<file path="src/lss_regs.svh">
// Purpose: Register offsets, field positions, reset values and timing counts.
// Assumes: 10 MHz system clock.
// Notes: Included by the supervisor module.
`ifndef LSS_REGS_SVH
`define LSS_REGS_SVH
`define LSS_ADDR_CTRL 4'h0
`define LSS_ADDR_PARAM 4'h1
`define LSS_ADDR_TIMER 4'h2
`define LSS_ADDR_STATUS 4'h3
`define LSS_ADDR_IRQ 4'h4
`define LSS_ADDR_MASK 4'h5
`define LSS_ADDR_N4 4'h6
`define LSS_POLICY_RST 4'h0
`define LSS_N2_RST 4'h3
`define LSS_N3_RST 4'h1
`define LSS_N1_RST 8'h06
`define LSS_T1_RST 5'h0A
`define LSS_T2_RST 5'h0F
`define LSS_T3_RST 5'h14
`define LSS_N4_RST 8'h05
`define LSS_CLK_HZ 10000000
`define LSS_TICK_CYCLES (`LSS_CLK_HZ / 1)
`define LSS_IRQ_WARN 0
`define LSS_IRQ_ERR 1
`define LSS_IRQ_CLR 2
`define LSS_IRQ_N4 3
`define LSS_IRQ_T2 4
`endif

</file>
<file path="src/lss_pkg.sv">
// Purpose: Types for the link management state supervisor.
// Assumes: Constants come from lss_regs.svh.
// Notes: Policy encodings follow the order of the selectable settings.
package lss_pkg;
  typedef enum logic [3:0] {
    LSS_INDEPENDENT = 4'h0,
    LSS_NET_FOLLOWS_P1 = 4'h1,
    LSS_NET_FOLLOWS_P2 = 4'h2,
    LSS_NET_FOLLOWS_RTR = 4'h3,
    LSS_P1_FOLLOWS_NET = 4'h4,
    LSS_P2_FOLLOWS_NET = 4'h5,
    LSS_RTR_FOLLOWS_NET = 4'h6,
    LSS_ALL_PORTS_FOLLOW_NETWORK = 4'h7,
    LSS_P1_CODEP = 4'h8,
    LSS_P2_CODEP = 4'h9,
    LSS_RTR_CODEP = 4'hA
  } lss_policy_type;
  typedef enum logic [1:0] {
    LSS_ST_IDLE = 2'b01,
    LSS_ST_WAIT = 2'b10
  } lss_poll_type;
endpackage : lss_pkg

</file>
<file path="src/lss_supervisor.sv">
// Purpose: Couples network and user link management states, runs counters.
// Assumes: Inputs synchronous to clk; link events are one-cycle pulses.
// Notes: Register port reads answer one cycle after the read strobe.
`timescale 1ns/1ps
`include "lss_regs.svh"
// Functional notes
// - Independent policy keeps every interface state separate.
// - Network follows port: port down forces network down and disabled.
// - Network re-enabled when followed port returns; network never affects it.
// - Network follows router port: down while router down, restored after.
// - Port follows network: port down, disabled, leads off on failure.
// - Router follows network: router disabled while network link down.
// - All ports follow network: every data port down while network down.
// - Codependent: either paired side down forces the other down.
// - Policy changes refused while backup enabled; warning shown.
// - Error event raised when error count reaches limit 1 to 10.
// - Error event cleared after configured consecutive good messages.
// - User side makes every n1-th poll a full enquiry.
// - User side starts enquiry every 5 to 30 seconds, default 10.
// - Network side expects enquiries every 5 to 30 seconds, default 15.
// - Network side counts enquiries per window, checks against maximum.
// - Normal mode acts as user side; back-to-back acts as network.
module lss_supervisor
  import lss_pkg::*;
#(
  parameter int unsigned TICK_CYCLES = `LSS_TICK_CYCLES
) (
  input wire logic clk,
  input wire logic rst,
  input wire logic [3:0] reg_addr,
  input wire logic [31:0] reg_wdata,
  input wire logic reg_wr,
  input wire logic reg_rd,
  output logic [31:0] reg_rdata,
  input wire logic net_raw_up,
  input wire logic p1_raw_up,
  input wire logic p2_raw_up,
  input wire logic rtr_raw_up,
  input wire logic auto_backup_en,
  input wire logic back_to_back,
  input wire logic lmi_msg_ok,
  input wire logic lmi_msg_err,
  input wire logic enq_rx,
  input wire logic enq_done,
  output logic net_up,
  output logic p1_up,
  output logic p2_up,
  output logic rtr_up,
  output logic net_en,
  output logic p1_en,
  output logic p2_en,
  output logic rtr_en,
  output logic enq_start,
  output logic enq_full,
  output logic policy_warn,
  output logic irq
);
  typedef struct packed {
    lss_policy_type policy;
    logic [3:0] n2;
    logic [3:0] n3;
    logic [7:0] n1;
    logic [4:0] t1;
    logic [4:0] t2;
    logic [4:0] t3;
    logic [7:0] n4;
    logic [23:0] div;
    logic tick;
    logic [3:0] err_cnt;
    logic [3:0] ok_cnt;
    logic err_event;
    logic [7:0] poll_cnt;
    logic [4:0] hb_cnt;
    lss_poll_type poll_st;
    logic [4:0] in_cnt;
    logic [4:0] win_cnt;
    logic [7:0] enq_cnt;
    logic [7:0] enq_last;
    logic [4:0] irq_stat;
    logic [4:0] irq_mask;
    logic enq_start;
    logic enq_full;
    logic [31:0] rdata;
  } lss_state_type;

  lss_state_type s;
  lss_state_type next_s;
  logic net_f;
  logic p1_f;
  logic p2_f;
  logic rtr_f;
  logic user_side;
  logic [4:0] ev;
  logic t1_ok;
  logic t2_ok;
  logic t3_ok;

  // ----------------------------------------------------------------
  // Link coupling policy
  // ----------------------------------------------------------------
  always_comb begin
    net_f = net_raw_up;
    p1_f = p1_raw_up;
    p2_f = p2_raw_up;
    rtr_f = rtr_raw_up;
    case (s.policy)
      LSS_INDEPENDENT: begin
        net_f = net_raw_up;
      end
      LSS_NET_FOLLOWS_P1: begin
        net_f = net_raw_up & p1_raw_up;
      end
      LSS_NET_FOLLOWS_P2: begin
        net_f = net_raw_up & p2_raw_up;
      end
      LSS_NET_FOLLOWS_RTR: begin
        net_f = net_raw_up & rtr_raw_up;
      end
      LSS_P1_FOLLOWS_NET: begin
        p1_f = p1_raw_up & net_raw_up;
      end
      LSS_P2_FOLLOWS_NET: begin
        p2_f = p2_raw_up & net_raw_up;
      end
      LSS_RTR_FOLLOWS_NET: begin
        rtr_f = rtr_raw_up & net_raw_up;
      end
      LSS_ALL_PORTS_FOLLOW_NETWORK: begin
        p1_f = p1_raw_up & net_raw_up;
        p2_f = p2_raw_up & net_raw_up;
      end
      LSS_P1_CODEP: begin
        net_f = net_raw_up & p1_raw_up;
        p1_f = p1_raw_up & net_raw_up;
      end
      LSS_P2_CODEP: begin
        net_f = net_raw_up & p2_raw_up;
        p2_f = p2_raw_up & net_raw_up;
      end
      LSS_RTR_CODEP: begin
        net_f = net_raw_up & rtr_raw_up;
        rtr_f = rtr_raw_up & net_raw_up;
      end
      default: begin
        net_f = net_raw_up;
      end
    endcase
  end

  // Forced-down interfaces are disabled, which also drops their leads.
  assign net_up = net_f;
  assign p1_up = p1_f;
  assign p2_up = p2_f;
  assign rtr_up = rtr_f;
  assign net_en = net_f;
  assign p1_en = p1_f;
  assign p2_en = p2_f;
  assign rtr_en = rtr_f;
  assign user_side = ~back_to_back;
  assign policy_warn = auto_backup_en;
  assign enq_start = s.enq_start;
  assign enq_full = s.enq_full;
  assign reg_rdata = s.rdata;
  assign irq = |(s.irq_stat & s.irq_mask);

  // ----------------------------------------------------------------
  // Timer field checks
  // ----------------------------------------------------------------
  // Timer fields take only multiples of five seconds from 5 to 30; any other
  // value leaves the field as it was.
  always_comb begin
    t1_ok = 1'b0;
    t2_ok = 1'b0;
    t3_ok = 1'b0;
    case (reg_wdata[4:0])
      5'h05, 5'h0A, 5'h0F, 5'h14, 5'h19, 5'h1E: begin
        t1_ok = 1'b1;
      end
      default: begin
        t1_ok = 1'b0;
      end
    endcase
    case (reg_wdata[9:5])
      5'h05, 5'h0A, 5'h0F, 5'h14, 5'h19, 5'h1E: begin
        t2_ok = 1'b1;
      end
      default: begin
        t2_ok = 1'b0;
      end
    endcase
    case (reg_wdata[14:10])
      5'h05, 5'h0A, 5'h0F, 5'h14, 5'h19, 5'h1E: begin
        t3_ok = 1'b1;
      end
      default: begin
        t3_ok = 1'b0;
      end
    endcase
  end

  // ----------------------------------------------------------------
  // State update
  // ----------------------------------------------------------------
  always_comb begin
    next_s = s;
    ev = 5'h00;
    next_s.enq_start = 1'b0;
    next_s.enq_full = 1'b0;
    next_s.rdata = 32'h0000_0000;
    // One-second tick.
    next_s.tick = 1'b0;
    if (s.div == 24'(TICK_CYCLES - 1)) begin
      next_s.div = 24'h00_0000;
      next_s.tick = 1'b1;
    end else begin
      next_s.div = s.div + 24'h00_0001;
    end
    // Error and clearing counters.
    // An errored message wins over a good one in the same cycle.
    if (lmi_msg_err) begin
      next_s.ok_cnt = 4'h0;
      if (!s.err_event) begin
        if (s.err_cnt + 4'h1 >= s.n2) begin
          next_s.err_event = 1'b1;
          next_s.err_cnt = 4'h0;
          ev[`LSS_IRQ_ERR] = 1'b1;
        end else begin
          next_s.err_cnt = s.err_cnt + 4'h1;
        end
      end
    end else if (lmi_msg_ok) begin
      next_s.err_cnt = 4'h0;
      if (s.err_event) begin
        if (s.ok_cnt + 4'h1 >= s.n3) begin
          next_s.err_event = 1'b0;
          next_s.ok_cnt = 4'h0;
          ev[`LSS_IRQ_CLR] = 1'b1;
        end else begin
          next_s.ok_cnt = s.ok_cnt + 4'h1;
        end
      end
    end
    // User-side polling.
    // Heartbeat ticks are not counted while an enquiry is outstanding.
    case (s.poll_st)
      LSS_ST_IDLE: begin
        if (user_side && s.tick) begin
          if (s.hb_cnt + 5'h01 >= s.t1) begin
            next_s.hb_cnt = 5'h00;
            next_s.enq_start = 1'b1;
            next_s.poll_st = LSS_ST_WAIT;
            if (s.poll_cnt + 8'h01 >= s.n1) begin
              next_s.poll_cnt = 8'h00;
              next_s.enq_full = 1'b1;
            end else begin
              next_s.poll_cnt = s.poll_cnt + 8'h01;
            end
          end else begin
            next_s.hb_cnt = s.hb_cnt + 5'h01;
          end
        end
      end
      LSS_ST_WAIT: begin
        if (enq_done || !user_side) begin
          next_s.poll_st = LSS_ST_IDLE;
        end
      end
      default: begin
        next_s.poll_st = LSS_ST_IDLE;
      end
    endcase
    // Network-side inbound heartbeat and measurement window.
    if (!user_side) begin
      if (enq_rx) begin
        next_s.in_cnt = 5'h00;
        next_s.enq_cnt = s.enq_cnt + 8'h01;
      end else if (s.tick) begin
        if (s.in_cnt + 5'h01 >= s.t2) begin
          next_s.in_cnt = 5'h00;
          ev[`LSS_IRQ_T2] = 1'b1;
        end else begin
          next_s.in_cnt = s.in_cnt + 5'h01;
        end
      end
      if (s.tick) begin
        // An enquiry on the closing tick still counts for this window.
        if (s.win_cnt + 5'h01 >= s.t3) begin
          next_s.win_cnt = 5'h00;
          next_s.enq_last = s.enq_cnt + {7'h00, enq_rx};
          next_s.enq_cnt = 8'h00;
          if (s.enq_cnt + {7'h00, enq_rx} > s.n4) begin
            ev[`LSS_IRQ_N4] = 1'b1;
          end
        end else begin
          next_s.win_cnt = s.win_cnt + 5'h01;
        end
      end
    end
    // Register port.
    // Read data stand for one cycle only and are zero otherwise.
    if (reg_rd) begin
      case (reg_addr)
        `LSS_ADDR_CTRL: next_s.rdata = {28'h0, s.policy};
        `LSS_ADDR_PARAM: next_s.rdata = {16'h0, s.n1, s.n3, s.n2};
        `LSS_ADDR_TIMER: next_s.rdata = {17'h0, s.t3, s.t2, s.t1};
        `LSS_ADDR_STATUS: next_s.rdata = {16'h0, s.enq_last, 1'b0,
          user_side, auto_backup_en, s.err_event, rtr_f, p2_f, p1_f, net_f};
        `LSS_ADDR_IRQ: next_s.rdata = {27'h0, s.irq_stat};
        `LSS_ADDR_MASK: next_s.rdata = {27'h0, s.irq_mask};
        `LSS_ADDR_N4: next_s.rdata = {24'h0, s.n4};
        default: next_s.rdata = 32'h0000_0000;
      endcase
    end
    if (reg_wr) begin
      case (reg_addr)
        `LSS_ADDR_CTRL: begin
          if (auto_backup_en) begin
            ev[`LSS_IRQ_WARN] = 1'b1;
          end else if (reg_wdata[3:0] <= 4'hA) begin
            next_s.policy = lss_policy_type'(reg_wdata[3:0]);
          end
        end
        `LSS_ADDR_PARAM: begin
          if (reg_wdata[3:0] >= 4'h1 && reg_wdata[3:0] <= 4'hA) begin
            next_s.n2 = reg_wdata[3:0];
          end
          if (reg_wdata[7:4] >= 4'h1 && reg_wdata[7:4] <= 4'hA) begin
            next_s.n3 = reg_wdata[7:4];
          end
          if (reg_wdata[15:8] != 8'h00) begin
            next_s.n1 = reg_wdata[15:8];
          end
        end
        `LSS_ADDR_TIMER: begin
          if (t1_ok) begin
            next_s.t1 = reg_wdata[4:0];
          end
          if (t2_ok) begin
            next_s.t2 = reg_wdata[9:5];
          end
          if (t3_ok) begin
            next_s.t3 = reg_wdata[14:10];
          end
        end
        `LSS_ADDR_IRQ: next_s.irq_stat = s.irq_stat & ~reg_wdata[4:0];
        `LSS_ADDR_MASK: next_s.irq_mask = reg_wdata[4:0];
        `LSS_ADDR_N4: next_s.n4 = reg_wdata[7:0];
        default: next_s.n4 = s.n4;
      endcase
    end
    // Set wins over a clear in the same cycle.
    next_s.irq_stat = next_s.irq_stat | ev;
  end

  // Reset restores every timer, counter and setting to its default.
  always_ff @(posedge clk) begin
    if (rst) begin
      s <= '0;
      s.policy <= lss_policy_type'(`LSS_POLICY_RST);
      s.n2 <= `LSS_N2_RST;
      s.n3 <= `LSS_N3_RST;
      s.n1 <= `LSS_N1_RST;
      s.t1 <= `LSS_T1_RST;
      s.t2 <= `LSS_T2_RST;
      s.t3 <= `LSS_T3_RST;
      s.n4 <= `LSS_N4_RST;
      s.poll_st <= LSS_ST_IDLE;
    end else begin
      s <= next_s;
    end
  end
endmodule : lss_supervisor

</file>
<file path="config.mk">
export PLATFORM = sky130hd
export DESIGN_NAME = lss_supervisor
export DESIGN_NICKNAME = d
export VERILOG_FILES = /design/src/lss_pkg.sv /design/src/lss_supervisor.sv
export VERILOG_INCLUDE_DIRS = /design/src
export SDC_FILE = /design/constraint.sdc
export NUM_CORES = 1
export LEC_CHECK = 0
export CORE_ASPECT_RATIO = 1.1
export CORE_MARGIN = 1
export CORE_UTILIZATION = 50
export CTS_CLUSTER_SIZE = 28
export DETAILED_ROUTE_END_ITERATION = 8
export DONT_BUFFER_PORTS = 1
export MAX_ROUTING_LAYER = met4
export PLACE_DENSITY = 0.68
export SETUP_SLACK_MARGIN = 0.1
export SLEW_MARGIN = 20
export SYNTH_ARGS = -nofsm -noshare
export SYNTH_HDL_FRONTEND = slang
export SYNTH_SLANG_ARGS = --single-unit
</file>
<file path="constraint.sdc">
create_clock -name clk -period 2.2 [get_ports clk]
set_clock_uncertainty 0.05 [all_clocks]
set_input_delay 0.22 -clock clk [delete_from_list [all_inputs] [get_ports clk]]
set_output_delay 0.22 -clock clk [all_outputs]
set_load 0.01 [all_outputs]
</file>
### After elaboration in Yosys (flattened, before gate mapping)

Index checks and enable logic that the tools add are counted.

| word-level totals | value |
|---|---|
| input bits | 50 |
| logic and storage cells | 191 |
| flip-flop bits (word level) | 162 |
| output and inout bits | 44 |

| operators by class | value |
|---|---|
| equality and inequality tests | 41 |
| add/sub/neg operators | 9 |
| mux-type cells | 52 |
| bitwise operators | 13 |
| reductions and logical operators | 40 |
| magnitude comparators | 11 |

Operators by type and width:

| kind | count |
|---|---|
| case mux 16 bit (7 select lines) | 1 |
| equality test 5 bit, second input constant | 9 |
| 2-to-1 mux 5 bit | 8 |
| 2-to-1 mux 16 bit | 2 |
| equality test 5 x 4 -> 1 bit, second input constant | 6 |
| equality test 4 x 3 -> 1 bit, second input constant | 7 |
| AND reduction 3 bit | 9 |
| 2-to-1 mux 1 bit | 26 |
| adder 24 x 1 -> 24 bit, second input constant | 1 |
| equality test 24 bit, second input constant | 1 |
| 2-to-1 mux 9 bit | 2 |
| OR reduction 6 bit | 3 |
| adder 8 x 1 -> 8 bit, second input constant | 2 |
| equality test 4 x 2 -> 1 bit, second input constant | 4 |
| 2-to-1 mux 8 bit | 2 |
| adder 5 x 1 -> 5 bit, second input constant | 3 |
| equality test 5 x 3 -> 1 bit, second input constant | 3 |
| greater-or-equal comparator 5 bit | 3 |
| AND reduction 2 bit | 7 |
| OR reduction 2 bit | 7 |
| equality test 4 bit, second input constant | 3 |
| 2-to-1 mux 4 bit | 3 |
| bitwise AND 5 bit | 2 |
| 2-to-1 mux 10 bit | 1 |
| other kinds (27) | 51 |

### Longest topological paths before layout

| depth | value |
|---|---|
| depth in word-level cells | 7 |
| depth in mapped cells | 11 |
| depth with buffers taken out | 9 |

### Worst setup path after synthesis

Ideal clock, no wire load.

| path | value |
|---|---|
| kind | register -> register |
| start | register s[60] (netlist bit) |
| end | register s[62] (netlist bit) |
| data arrival time | 2.015 ns |
| library setup time | 0.074 ns |
| stages on the path, launching flop included | 10 |
| clock period less this slack | 2.139 ns |
| data required time | 2.076 ns |
| setup slack | 0.061 ns |
| path buffers | 0 |
| cell sequence | dfxtp_1 ha_1 nand3_1 xnor2_1 ha_1 nand2_1 nand2_1 a31oi_1 nand4b_1 a31oi_1 |

| on the way | value |
|---|---|
| cells in the longest elaborated chain, start to end | 3 |

Ends and longest elaborated chain:

| item | line | source |
|---|---|---|
| start: declaration | lss_supervisor.sv:86 | `lss_state_type s;` |
| start signal: assignment | lss_supervisor.sv:369 | `s <= next_s;` |
| adder 5 x 1 -> 5 bit (*) | lss_supervisor.sv:287, lss_supervisor.sv:295 |  |
| greater-or-equal comparator 5 bit | lss_supervisor.sv:287 | `if (s.win_cnt + 5'h01 >= s.t3) begin` |
| 2-to-1 mux 5 bit (*) | lss_supervisor.sv:287 |  |

Every way passes the cells marked *; elsewhere a longest branch is shown, timed or not.
A chain may end at the register's enable or synchronous reset.

### Worst setup path in the final report

| path | value |
|---|---|
| start | register s[72] (netlist bit) |
| end | register s[77] (netlist bit) |

| on the way | value |
|---|---|
| cells in the longest elaborated chain, start to end | 3 |

Ends and longest elaborated chain:

| item | line | source |
|---|---|---|
| adder 5 x 1 -> 5 bit | lss_supervisor.sv:248 | `if (s.hb_cnt + 5'h01 >= s.t1) begin` |
| greater-or-equal comparator 5 bit | lss_supervisor.sv:248 |  |
| AND reduction 3 bit (no source line) | - |  |

No other way between the ends.

==> impl_metrics.csv <==
group,metric,value,unit
detailed_routing,drt-pass1-iter-count,5,
cts,cts.path.max_buffers,2,
synthesis,syn_area_per_cell,8.28,um2
die,initial_utilization,51.8,%
hold_path,holdCritStartpoint,"reg_wdata[12]",
cts,clock_sink_count,146,
layout,fin_util,61.6,%
synthesis,synth_most_common_cell,"dfxtp_1",
setup_path,critPathRequiredTime,2.49,ns
cts,cts_tree,"built",
synthesis,syn_area,8240,um2
setup_path,path_class,"flip-flop to flip-flop",
detailed_routing,route.detailed.drc,0,
die,dieWidth,124,um
grt,first_global_vias,6454,
sta,hold_viol_final,0,
pwr,p_seq_share,44.6,%
sta,finalSetupViolCount,0,
sta,tightestPinTransition,0.684,ns
run,drv.max_cap_violation_count,0,
cts,cts_root_buf,"clkbuf_16",
sta,slew_headroom,54.0,%
detailed_routing,detail_route.wirelength,20900,um
pwr,p_per_area,619,nW/um2
synthesis,ys_seq_elements,146,
die,core_area,15900,um2
synthesis,synth_enable_flop_cells,0,
pwr,p_leak,0.00376,uW
setup_path,crit_arrival,2.44,ns
synthesis,synthFlopType,"dfxtp_1",
die,die_h,137,um
run_status,status,"finished clean",
pwr,swShare,22.3,%
setup_path,endpoint_kind,"flip-flop",
synthesis,synthCells,995,
cts,htree_levels,4,
place,portBuffers,0,
cts,clk_pin_slew_worst_paths,0.06,ns
grt,antenna_found_initial,0,
sta,slew_viol_final,0,
cts,cts_buffers,17,
synthesis,synth_common_cells,"146 x dfxtp_1, 128 x nor2_1, 75 x nand2_1",
sta,fmax,464,MHz
setup_path,r2r-start,"s[72]",
synthesis,ys_top_cells_by_area,"dfxtp_1 35%, ha_1 7.4%, nor2_1 5.8%",
synthesis,synth-seq-area-share,35.5,%
layout,areaGrowthSynthToFinish,18.9,%
grt,track_usage,24.8,%
pwr,internal_power,4710,uW
place,globalplace.congestion,0.889,
detailed_routing,wl_per_cell,16.9,um
synthesis,synth_top_area_share,35.5,%
sta,finalCritPeriodShare,98.0,%
cts,clkLatencyLatePin,0.43,ns
detailed_routing,drtIter0Drc,628,
layout,drive_above_1_share,16.6,%
die,boundaryPins,94,
setup_path,cp-start-kind,"flip-flop",
pwr,ir_drop,0.565,mV
grt,grt_start_max_net_pins,92,
detailed_routing,vias,7123,
synthesis,yosysWarnings,0,
sta,rsz0062_at_grt,"true",
die,dieArea,17000,um2
pwr,combPwrFrac,6.7,%
setup_path,cp_max_fo,7,
grt,overflow,0,
pwr,clockPowerShare,48.8,%
hold_path,hp-class,"primary input to flip-flop",
die,rows,48,
synthesis,ys_async_sr_fraction,0,%
synthesis,synth_cell_types,67,
place,dpl-instance-area,8330,um2
layout,antenna_cells,0,
detailed_routing,vias_per_cell,5.77,
pwr,total_power,6070,uW
pwr,p_switching,1350,uW
layout,final_cell_area,9800,um2
sta,fin_crit,2.16,ns
grt,grt_first_pass_wirelength,32600,um
layout,final_net_count,1122,
synthesis,yosys.area.top_type,"dfxtp_1",
setup_path,worstSetupStartpoint,"s[72]",
detailed_routing,ant_nets,0,
place,place.detailed.hpwl,13200,um
==> final cells by class <==
| class | instances | area (um2) |
|---|---|---|
| multi-input combinational | 728 | 5050 |
| inverter | 47 | 176 |
| clock buffer | 22 | 474 |
| sequential | 146 | 2960 |
| timing repair buffer | 83 | 752 |
| clock inverter | 9 | 130 |
| fill | 1344 | 6120 |
| tap | 200 | 250 |
==> power groups by stage <==
stage	Clock (uW)	Combinational, uW	Sequential (uW)
after floorplan	0	330	2750
final	2960	406	2700
after CTS	3010	392	2710
after global placement	0	291	2760
after global routing	3120	447	2710
after detailed placement	0	296	2760
==> metrics by stage <==
| stage | std cells | hold WS [ns] | setup slack [ns] | TNS (ns) |
|---|---|---|---|---|
| after floorplan | 1010 | 0.249 | 0.0949 | 0 |
| after global placement | 1160 | 0.251 | 0.0316 | 0 |
| after detailed placement | 1160 | 0.253 | 0.0162 | 0 |
| after CTS | 1226 | 0.00383 | 0.0399 | 0 |
| after global routing | 1235 | 0.00546 | -0.0872 | -0.357 |
| final | 1235 | 0.0100 | 0.0450 | 0 |
==> metal layers <==
metal	GRT usage [%]	vias to the layer above	share of wire, %
met5	-	-	0
met4	9.57	0	2.1
met3	4.93	33	5.4
met2	39.3	221	48
met1	31.3	3381	45
li1	-	3488	-
==> final timing paths <==
path / to / slack [ns] / depth (start not counted)
worst max-delay path: s[77] / 0.04 / 9
worst min-delay path: s[129] / 0.01 / 3
worst max register to register: s[77] / 0.04 / 9
worst min register to register: s[95] / 0.41 / 1
==> cell families (layout without fill, tap and decap cells) <==
| group | Yosys count | count (layout) | share of synthesized area, % |
|---|---|---|---|
| AOI/OAI and AO/OA | 178 | 178 | 14.8 |
| xor gates and xnor gates | 67 | 67 | 7.12 |
| adders and majority gates | 49 | 49 | 7.44 |
| buffers and inverters | 136 | 161 | 8.52 |
| DFF | 146 | 146 | 35.5 |
| muxes | 27 | 27 | 3.31 |
| other | 1 | 16 | 0.0455 |
| and+or+nand+nor | 391 | 391 | 23.3 |
==> registers in the layout, summed over array words and instances (netlist names) <==
signal,count
s,128
enq_start,1
reg_rdata,16
enq_full,1
==> what timing repair did <==
item	CTS	global route
hold endpoints to repair	96	0
hold buffers	32	0
setup buffers	3	7
endpoints found under the setup margin	18	48
gates resized for setup	14	85
cloned	0	2
pin swaps	4	30
==> worst max-delay path, stage by stage (launching register included) <==
cell	delay (ns)
dfxtp_2	0.35
ha_4	0.16
nand3_4	0.08
xnor2_2	0.14
ha_1	0.30
and2_1	0.16
o21ai_2	0.17
o21ai_4	0.13
or3b_2	0.45
o31ai_1	0.07
==> layout by cell type, fill, tap and decap left out, drive strengths merged, types with 11 or more instances in the layout <==
master         n
dfxtp        146
nor2         129
nand2         75
a21oi         56
buf           51
ha            49
inv           47
nand3         41
nor3          36
xor2          36
dlygate4sd3   31
xnor2         31
o21ai         26
mux2i         25
clkbuf        23
nor2b         18
nand2b        16
conb          16
nand4         15
a22oi         14
a31oi         11
No activity file was read; power rests on OpenSTA's default activity.
